`config.mk`:
```
export PLATFORM = sky130hd
export DESIGN_NAME = mbst_tap
export DESIGN_NICKNAME = d
export VERILOG_FILES = /design/src/core/mbst_pkg.sv /design/src/core/mbst_sync.sv /design/src/core/mbst_tap.sv
export SDC_FILE = /design/constraint.sdc
export NUM_CORES = 1
export LEC_CHECK = 0
export BUFFER_PORTS_ARGS = -buffer_cell sky130_fd_sc_hd__buf_2
export CAP_MARGIN = 5
export CORE_AREA = 2 2 94 96
export CTS_CLUSTER_SIZE = 40
export DETAILED_ROUTE_END_ITERATION = 6
export DIE_AREA = 0 0 96 98
export PLACE_DENSITY_LB_ADDON = 0.08
export SYNTH_ARGS = -nofsm -noshare
export SYNTH_HDL_FRONTEND = slang
export SYNTH_SLANG_ARGS = --single-unit
```
`constraint.sdc`:
```
create_clock -name sys_clk -period 2.3 [get_ports sys_clk]
set_clock_uncertainty 0.05 [all_clocks]
set_input_delay 0.23 -clock sys_clk [delete_from_list [all_inputs] [get_ports sys_clk]]
set_output_delay 0.23 -clock sys_clk [all_outputs]
set_load 0.1 [all_outputs]
```
`src/core/mbst_pkg.sv`:
```
// Package of constants and types for the memory boundary-scan test port
package mbst_pkg;

	// ****************************************
	// Instruction register layout and codes
	// ****************************************
	localparam int IR_WIDTH = 3;                      // Instruction register width
	localparam logic [2:0] INS_EXTEST = 3'h0;         // Drive outputs from boundary cells
	localparam logic [2:0] INS_IDCODE = 3'h1;         // Identification register
	localparam logic [2:0] INS_SAMPLEZ = 3'h2;        // Sample, outputs forced off
	localparam logic [2:0] INS_SAMPLE = 3'h4;         // Sample only
	localparam logic [2:0] IR_RESET_VAL = INS_IDCODE; // Value after reset and capture

	// ****************************************
	// Data register sizes and reset timing
	// ****************************************
	localparam int ID_WIDTH = 32;                   // Identification register width
	localparam int BSR_WIDTH = 16;                  // Default boundary ring length
	localparam int TMS_RESET_EDGES = 5;             // Ones on TMS that force reset
	localparam logic [31:0] ID_VALUE = 32'h0000_0001; // Arbitrary value, bit 0 set

	// ****************************************
	// Controller states
	// ****************************************
	typedef enum logic [3:0] {
		ST_RESET = 4'h0,
		ST_IDLE = 4'h1,
		ST_SEL_DR = 4'h2,
		ST_CAP_DR = 4'h3,
		ST_SHIFT_DR = 4'h4,
		ST_EXIT1_DR = 4'h5,
		ST_PAUSE_DR = 4'h6,
		ST_EXIT2_DR = 4'h7,
		ST_UPD_DR = 4'h8,
		ST_SEL_IR = 4'h9,
		ST_CAP_IR = 4'hA,
		ST_SHIFT_IR = 4'hB,
		ST_EXIT1_IR = 4'hC,
		ST_PAUSE_IR = 4'hD,
		ST_EXIT2_IR = 4'hE,
		ST_UPD_IR = 4'hF
	} mbst_state_t;

endpackage : mbst_pkg

```
`src/core/mbst_sync.sv`:
```
// Two-stage synchroniser for the test pins
`timescale 1ns/10ps
module mbst_sync #(
	parameter int WIDTH = 3
) (
	input wire logic sys_clk,
	input wire logic sys_rst,
	input wire logic [WIDTH-1:0] asyncIn,
	output logic [WIDTH-1:0] syncOut
);

	// First stage, read only by the second stage
	logic [WIDTH-1:0] meta_ff;

	// ****************************************
	// Two flip-flops per bit
	// ****************************************
	always_ff @(posedge sys_clk) begin
		if (sys_rst) begin
			meta_ff <= '0;
			syncOut <= '0;
		end else begin
			meta_ff <= asyncIn;
			syncOut <= meta_ff;
		end
	end

endmodule : mbst_sync

```
`src/core/mbst_tap.sv`:
```
// Boundary-scan test access port of the memory device
`timescale 1ns/10ps
module mbst_tap
	import mbst_pkg::*;
#(
	parameter int BSR_LEN = mbst_pkg::BSR_WIDTH
) (
	input wire logic sys_clk,
	input wire logic sys_rst,
	input wire logic tck,
	input wire logic tms,
	input wire logic tdi,
	input wire logic [BSR_LEN-1:0] ringIn,
	output logic tdo,
	output logic tdoEn,
	output logic [BSR_LEN-1:0] ringOut,
	output logic extestDrive,
	output logic dataDrvOff,
	output logic odtDisable,
	output logic [3:0] tapState
);
	import mbst_pkg::*;

	// ****************************************
	// Parameter check
	// ****************************************
	if (BSR_LEN < 2) begin : g_bad_len
		$error("Boundary ring needs at least two cells");
	end

	// ****************************************
	// Pin synchronisation and edge finding
	// ****************************************
	logic [2:0] pinSync;   // Synchronised tck, tms, tdi
	logic tckPrev_ff;      // Last tck level seen
	logic tckRise;         // Rising edge enable
	logic tckFall;         // Falling edge enable
	logic tmsS;
	logic tdiS;
	logic [BSR_LEN-1:0] ringS; // Synchronised ring levels

	// Ring levels are memory pins, so they pass two flops like the test pins
	mbst_sync #(.WIDTH(BSR_LEN)) u_ring_sync (
		.sys_clk(sys_clk),
		.sys_rst(sys_rst),
		.asyncIn(ringIn),
		.syncOut(ringS)
	);

	mbst_sync #(.WIDTH(3)) u_sync (
		.sys_clk(sys_clk),
		.sys_rst(sys_rst),
		.asyncIn({tck, tms, tdi}),
		.syncOut(pinSync)
	);

	assign tmsS = pinSync[1];
	assign tdiS = pinSync[0];
	// Tms and tdi share tck's delay, so the sample sees setup-valid levels
	assign tckRise = pinSync[2] & ~tckPrev_ff;
	assign tckFall = ~pinSync[2] & tckPrev_ff;

	// Remember the test clock level
	always_ff @(posedge sys_clk) begin
		if (sys_rst) begin
			tckPrev_ff <= 1'b0;
		end else begin
			tckPrev_ff <= pinSync[2];
		end
	end

	// ****************************************
	// Controller state machine
	// ****************************************
	mbst_state_t state_ff;
	mbst_state_t nxt_state;

	// Standard sixteen-state walk; five ones reach reset from anywhere
	always_comb begin
		nxt_state = state_ff;
		case (state_ff)
			ST_RESET: nxt_state = tmsS ? ST_RESET : ST_IDLE;
			ST_IDLE: nxt_state = tmsS ? ST_SEL_DR : ST_IDLE;
			ST_SEL_DR: nxt_state = tmsS ? ST_SEL_IR : ST_CAP_DR;
			ST_CAP_DR: nxt_state = tmsS ? ST_EXIT1_DR : ST_SHIFT_DR;
			ST_SHIFT_DR: nxt_state = tmsS ? ST_EXIT1_DR : ST_SHIFT_DR;
			ST_EXIT1_DR: nxt_state = tmsS ? ST_UPD_DR : ST_PAUSE_DR;
			ST_PAUSE_DR: nxt_state = tmsS ? ST_EXIT2_DR : ST_PAUSE_DR;
			ST_EXIT2_DR: nxt_state = tmsS ? ST_UPD_DR : ST_SHIFT_DR;
			ST_UPD_DR: nxt_state = tmsS ? ST_SEL_DR : ST_IDLE;
			ST_SEL_IR: nxt_state = tmsS ? ST_RESET : ST_CAP_IR;
			ST_CAP_IR: nxt_state = tmsS ? ST_EXIT1_IR : ST_SHIFT_IR;
			ST_SHIFT_IR: nxt_state = tmsS ? ST_EXIT1_IR : ST_SHIFT_IR;
			ST_EXIT1_IR: nxt_state = tmsS ? ST_UPD_IR : ST_PAUSE_IR;
			ST_PAUSE_IR: nxt_state = tmsS ? ST_EXIT2_IR : ST_PAUSE_IR;
			ST_EXIT2_IR: nxt_state = tmsS ? ST_UPD_IR : ST_SHIFT_IR;
			ST_UPD_IR: nxt_state = tmsS ? ST_SEL_DR : ST_IDLE;
			default: nxt_state = ST_RESET;
		endcase
	end

	// Moves only on a test clock rising edge
	always_ff @(posedge sys_clk) begin
		if (sys_rst) begin
			state_ff <= ST_RESET;
		end else if (tckRise) begin
			state_ff <= nxt_state;
		end
	end

	// ****************************************
	// Instruction register
	// ****************************************
	logic [IR_WIDTH-1:0] irShift_ff; // Shift stage
	logic [IR_WIDTH-1:0] irActive_ff; // Instruction in force

	// Capture and shift stage
	always_ff @(posedge sys_clk) begin
		if (sys_rst) begin
			irShift_ff <= IR_RESET_VAL;
		end else if (tckRise) begin
			case (state_ff)
				ST_RESET, ST_CAP_IR: irShift_ff <= IR_RESET_VAL;
				ST_SHIFT_IR: irShift_ff <= {tdiS, irShift_ff[IR_WIDTH-1:1]};
				default: irShift_ff <= irShift_ff;
			endcase
		end
	end

	// New code only takes effect at update
	// Identify is forced on the very rise that enters reset, so the
	// disruptive controls drop without waiting for one more test clock
	always_ff @(posedge sys_clk) begin
		if (sys_rst) begin
			irActive_ff <= IR_RESET_VAL;
		end else if (tckRise) begin
			if (nxt_state == ST_RESET) begin
				irActive_ff <= IR_RESET_VAL;
			end else if (state_ff == ST_UPD_IR) begin
				irActive_ff <= irShift_ff;
			end
		end
	end

	// ****************************************
	// Data registers
	// ****************************************
	logic [ID_WIDTH-1:0] idReg_ff;  // Identification shift stage
	logic [BSR_LEN-1:0] bsr_ff;     // Boundary shift stage
	logic bypass_ff;                // One-bit path for private codes
	logic selBsr;                   // Boundary ring is selected
	logic selId;                    // Identification is selected

	assign selBsr = (irActive_ff == INS_EXTEST) || (irActive_ff == INS_SAMPLEZ)
		|| (irActive_ff == INS_SAMPLE);
	assign selId = (irActive_ff == INS_IDCODE);

	// Capture on Capture-DR, shift on Shift-DR; the register is picked by the code
	always_ff @(posedge sys_clk) begin
		if (sys_rst) begin
			idReg_ff <= ID_VALUE;
			bsr_ff <= '0;
			bypass_ff <= 1'b0;
		end else if (tckRise) begin
			if (state_ff == ST_CAP_DR) begin
				idReg_ff <= ID_VALUE;
				if (selBsr) begin
					bsr_ff <= ringS;
				end
				bypass_ff <= 1'b0;
			end else if (state_ff == ST_SHIFT_DR) begin
				if (selId) begin
					idReg_ff <= {tdiS, idReg_ff[ID_WIDTH-1:1]};
				end else if (selBsr) begin
					bsr_ff <= {tdiS, bsr_ff[BSR_LEN-1:1]};
				end else begin
					bypass_ff <= tdiS;
				end
			end
		end
	end

	// Output latch of boundary cells, changes only at Update-DR
	always_ff @(posedge sys_clk) begin
		if (sys_rst) begin
			ringOut <= '0;
		end else if (tckRise && state_ff == ST_UPD_DR && selBsr) begin
			ringOut <= bsr_ff;
		end
	end

	// ****************************************
	// Memory-side controls
	// ****************************************
	// Only the two disruptive codes touch normal operation
	always_ff @(posedge sys_clk) begin
		if (sys_rst) begin
			extestDrive <= 1'b0;
			dataDrvOff <= 1'b0;
			odtDisable <= 1'b0;
		end else begin
			extestDrive <= (irActive_ff == INS_EXTEST);
			dataDrvOff <= (irActive_ff == INS_SAMPLEZ);
			odtDisable <= (irActive_ff == INS_EXTEST) || (irActive_ff == INS_SAMPLEZ);
		end
	end

	// ****************************************
	// Serial output, falling edge
	// ****************************************
	// Launch on the falling test clock so the tester samples on the next rise
	always_ff @(posedge sys_clk) begin
		if (sys_rst) begin
			tdo <= 1'b0;
			tdoEn <= 1'b0;
		end else if (tckFall) begin
			tdoEn <= (state_ff == ST_SHIFT_IR) || (state_ff == ST_SHIFT_DR);
			if (state_ff == ST_SHIFT_IR) begin
				tdo <= irShift_ff[0];
			end else if (selId) begin
				tdo <= idReg_ff[0];
			end else if (selBsr) begin
				tdo <= bsr_ff[0];
			end else begin
				tdo <= bypass_ff;
			end
		end
	end

	// State for observation
	always_ff @(posedge sys_clk) begin
		if (sys_rst) begin
			tapState <= 4'h0;
		end else begin
			tapState <= state_ff;
		end
	end

endmodule : mbst_tap

```
==> impl_metrics.csv <==
group,metric,value,unit
placement,placed_area,4790,µm²
placement,dp_hpwl,5360,µm
cells_and_area,num_antenna_cells,0,
sta,hold_viol_final,0,
clock_network,h-tree-depth,4,
sta,period_share,80.0,%
power,pwr_density_cell,925,nW/µm²
power,power.total,5200,µW
worst_setup_path,crit_arrival,2210,ps
synthesis,yosys.area.top_type,"dfxtp_1",
sta,tightest_slew,493,ps
global_routing,antenna_found_initial,0,
global_routing,grt_util_all_layers,19.4,%
route,detail-route-antenna-nets,0,
cells_and_area,multi_input_area,1840,µm²
worst_setup_path,cp_max_fo,32,
route,wl,8590,µm
clock_network,insertion_delay,510,ps
synthesis,synth_flop_cell,"dfxtp_1",
placement,dp_slack,470,ps
flow_run,cap_violations,0,
placement,port_buffers,45,
synthesis,ys_ff_latch,123,
sta,fmax,543,MHz
route,vias,3251,
route,dr.pass1.iters,5,
cells_and_area,seqCellArea,2460,µm²
floorplanning,rows,34,
floorplanning,die_y,98,µm
global_routing,overflow,0,
clock_network,cts_root_buf,"clkbuf_8",
worst_setup_path,endpoint_kind,"flop",
worst_setup_path,worstPathCellList,"nor3b_1, o211a_2, buf_4, nor2_1, a211oi_1",
synthesis,synth_area,4510,µm²
global_routing,first_global_vias,3070,
clock_network,cts_sinks,123,
synthesis,synthesis.nets,472,
synthesis,synth.top_cell.area_share,54.5,%
worst_setup_path,slowest_stage,"nor3b_1",
outcome,status,"finished, final reports clean",
worst_setup_path,cp-start-kind,"flop",
synthesis,yosysWarnings,0,
floorplanning,die_x,96,µm
worst_hold_path,hold_path_depth,2,
worst_setup_path,worstSetupPathType,"reg2reg",
sta,fin_tns_setup,0,ps
route,route.detailed.drc,0,
synthesis,syn_avg_cell_area,10.0,µm²
cells_and_area,final_util,66.4,%
synthesis,synth-edff-count,0,
sta,slew_headroom,66.3,%
route,drt-initial-drc-count,174,
worst_setup_path,crit_required,2670,ps
synthesis,async_reset_ff_share,0,%
power,power_leakage,0.00223,µW
synthesis,synth_cells,451,
worst_hold_path,hold_class,"in2reg",
sta,setup-violations-final,0,
floorplanning,top_level_ports,46,
worst_setup_path,worst_path_largest_cell_delay,430,ps
cells_and_area,area_delta_synth_final,24.6,%
clock_network,cts_tree,"built",
cells_and_area,drive_gt1_share,18.5,%
clock_network,cts.path.max_buffers,2,
cells_and_area,nets,528,
synthesis,yosys-top-cells-area,"dfxtp_1 55%, mux2i_1 7.8%, nor2_1 6.7%",
floorplanning,die_area,9410,µm²
route,via_per_inst,5.18,
clock_network,cts_setup_buffers,0,
global_routing,grt_max_degree,72,
power,ir_worst_vdd,542,µV
sta,finalWorstSetupSlack,459,ps
global_routing,grt_pass1_wl,14200,µm
clock_network,clk_pin_slew,60,ps
floorplanning,coreArea,8470,µm²
synthesis,ys_types,46,
placement,place.gp.congestion,0.786,
worst_setup_path,reg2reg_depth,5,
route,wl_per_cell,13.7,µm
synthesis,synth_seq_area_share,54.5,%
sta,min_period,1840,ps
sta,grt_setup_unrepaired,"false",
clock_network,cts_inserted_buffers,17,
cells_and_area,fillers,681,
cells_and_area,finalInstanceArea,5620,µm²
floorplanning,start_util,53.3,%
sta,report.final.slew_viol_count,0,
## worst max-delay path, delay by kind of cell (launching register included)
| kind | cells | cell delay (ps) |
|---|---|---|
| DFF | 1 | 420 |
| AOI/OAI and AO/OA | 2 | 480 |
| buffers and inverters | 1 | 290 |
| and+or+nand+nor | 2 | 500 |
## area by class of cell
class	count	area share [%]
flip-flops and latches	123	43.8
clock buffers	19	7.68
well taps	108	2.40
multi-input cells	287	32.8
inverters	3	0.200
repair buffers	75	9.34
clock inverters	13	3.83
## cells by family after synthesis
logic type / after synthesis / share of synthesized area (%)
flip-flops: 123 / 54.5
multiplexers: 35 / 7.76
adder cells (fa/ha/maj): 1 / 0.222
AO/OA/AOI/OAI: 81 / 13.2
buffers and inverters: 41 / 4.63
XOR/XNOR: 3 / 0.582
AND/OR/NAND/NOR: 167 / 19.1
## what timing repair did
action,4_1_cts,5_1_grt
hold endpoints to repair,19,0
hold buffers,19,0
gates resized for setup,0,0
## final timing paths
kind                                 startpoint                                 end  slack [ps]
min                                     sys_rst              tapState[1]$_SDFF_PP0_          40
max                    state_ff[3]$_SDFFE_PP0P_             bsr_ff[10]$_SDFFE_PP0P_         460
min reg2reg  u_ring_sync.meta_ff[12]$_SDFF_PP0_  u_ring_sync.syncOut[12]$_SDFF_PP0_         380
max reg2reg            state_ff[3]$_SDFFE_PP0P_             bsr_ff[10]$_SDFFE_PP0P_         460
## state kept, by name (all words and copies together) (netlist names)
signal	cells
u_ring_sync.meta_ff	16
bypass_ff	1
u_sync.meta_ff	3
bsr_ff	16
idReg_ff	32
ringOut	16
tapState	4
u_ring_sync.syncOut	16
tdo	1
u_sync.syncOut	3
state_ff	4
tdoEn	1
extestDrive	1
tckPrev_ff	1
irShift_ff	3
dataDrvOff	1
irActive_ff	3
odtDisable	1
## metrics by stage
step | instances | hold WS, ps
floorplan | 451 | 308
global placement | 577 | 368
detailed placement | 577 | 372
CTS | 628 | 19.5
global route | 628 | 43.7
finish | 628 | 38.7
## layout by cell type (no fill, tap or decap), types with 6 or more instances in the layout
| cell type | netlist | routed |
|---|---|---|
| dfxtp_1 | 123 | 123 |
| nor2_1 | 80 | 80 |
| nor2b_1 | 45 | 45 |
| buf_2 | 14 | 44 |
| mux2i_1 | 35 | 35 |
| a22oi_1 | 32 | 32 |
| dlygate4sd3_1 | 0 | 19 |
| a211oi_1 | 18 | 18 |
| clkbuf_16 | 0 | 16 |
| buf_4 | 2 | 10 |
| nand2_1 | 8 | 8 |
| a21oi_1 | 7 | 7 |
| nand2b_1 | 6 | 6 |
| o21ai_0 | 6 | 6 |
| nor3_1 | 6 | 6 |
## power by group
| part | switching, µW | internal, µW | total (µW) |
|---|---|---|---|
| Clock | 942 | 1910 | 2850 |
| Combinational | 93.0 | 73.9 | 167 |
| Sequential | 17.9 | 2170 | 2190 |
## cells in the mapped netlist (2+ instances only)
master / instances
a211oi_1: 18
a31oi_1: 3
clkbuf_1: 17
buf_4: 2
buf_6: 4
nor2_1: 80
a311oi_1: 3
mux2i_1: 35
a22oi_1: 32
nand3_1: 5
nand2b_1: 6
o21ai_0: 6
nor3_1: 6
buf_2: 14
xnor2_1: 3
dfxtp_1: 123
nor3b_1: 3
or3b_1: 2
nor2b_1: 45
nand2_1: 8
a21oi_1: 7
inv_1: 3
a2111oi_0: 3
## per-layer routing
layer  global-route usage [%]  up-vias  share of wire, %  wire (µm)
met5                        0        -                 0          0
met4                     9.01        0              0.90         77
met3                     5.32        6               4.2        362
met2                     26.5       71                44       3740
met1                     28.3     1501                51       4410
li1                         -     1673                 -          -
Note: power is estimated with default switching activity, not from simulation.
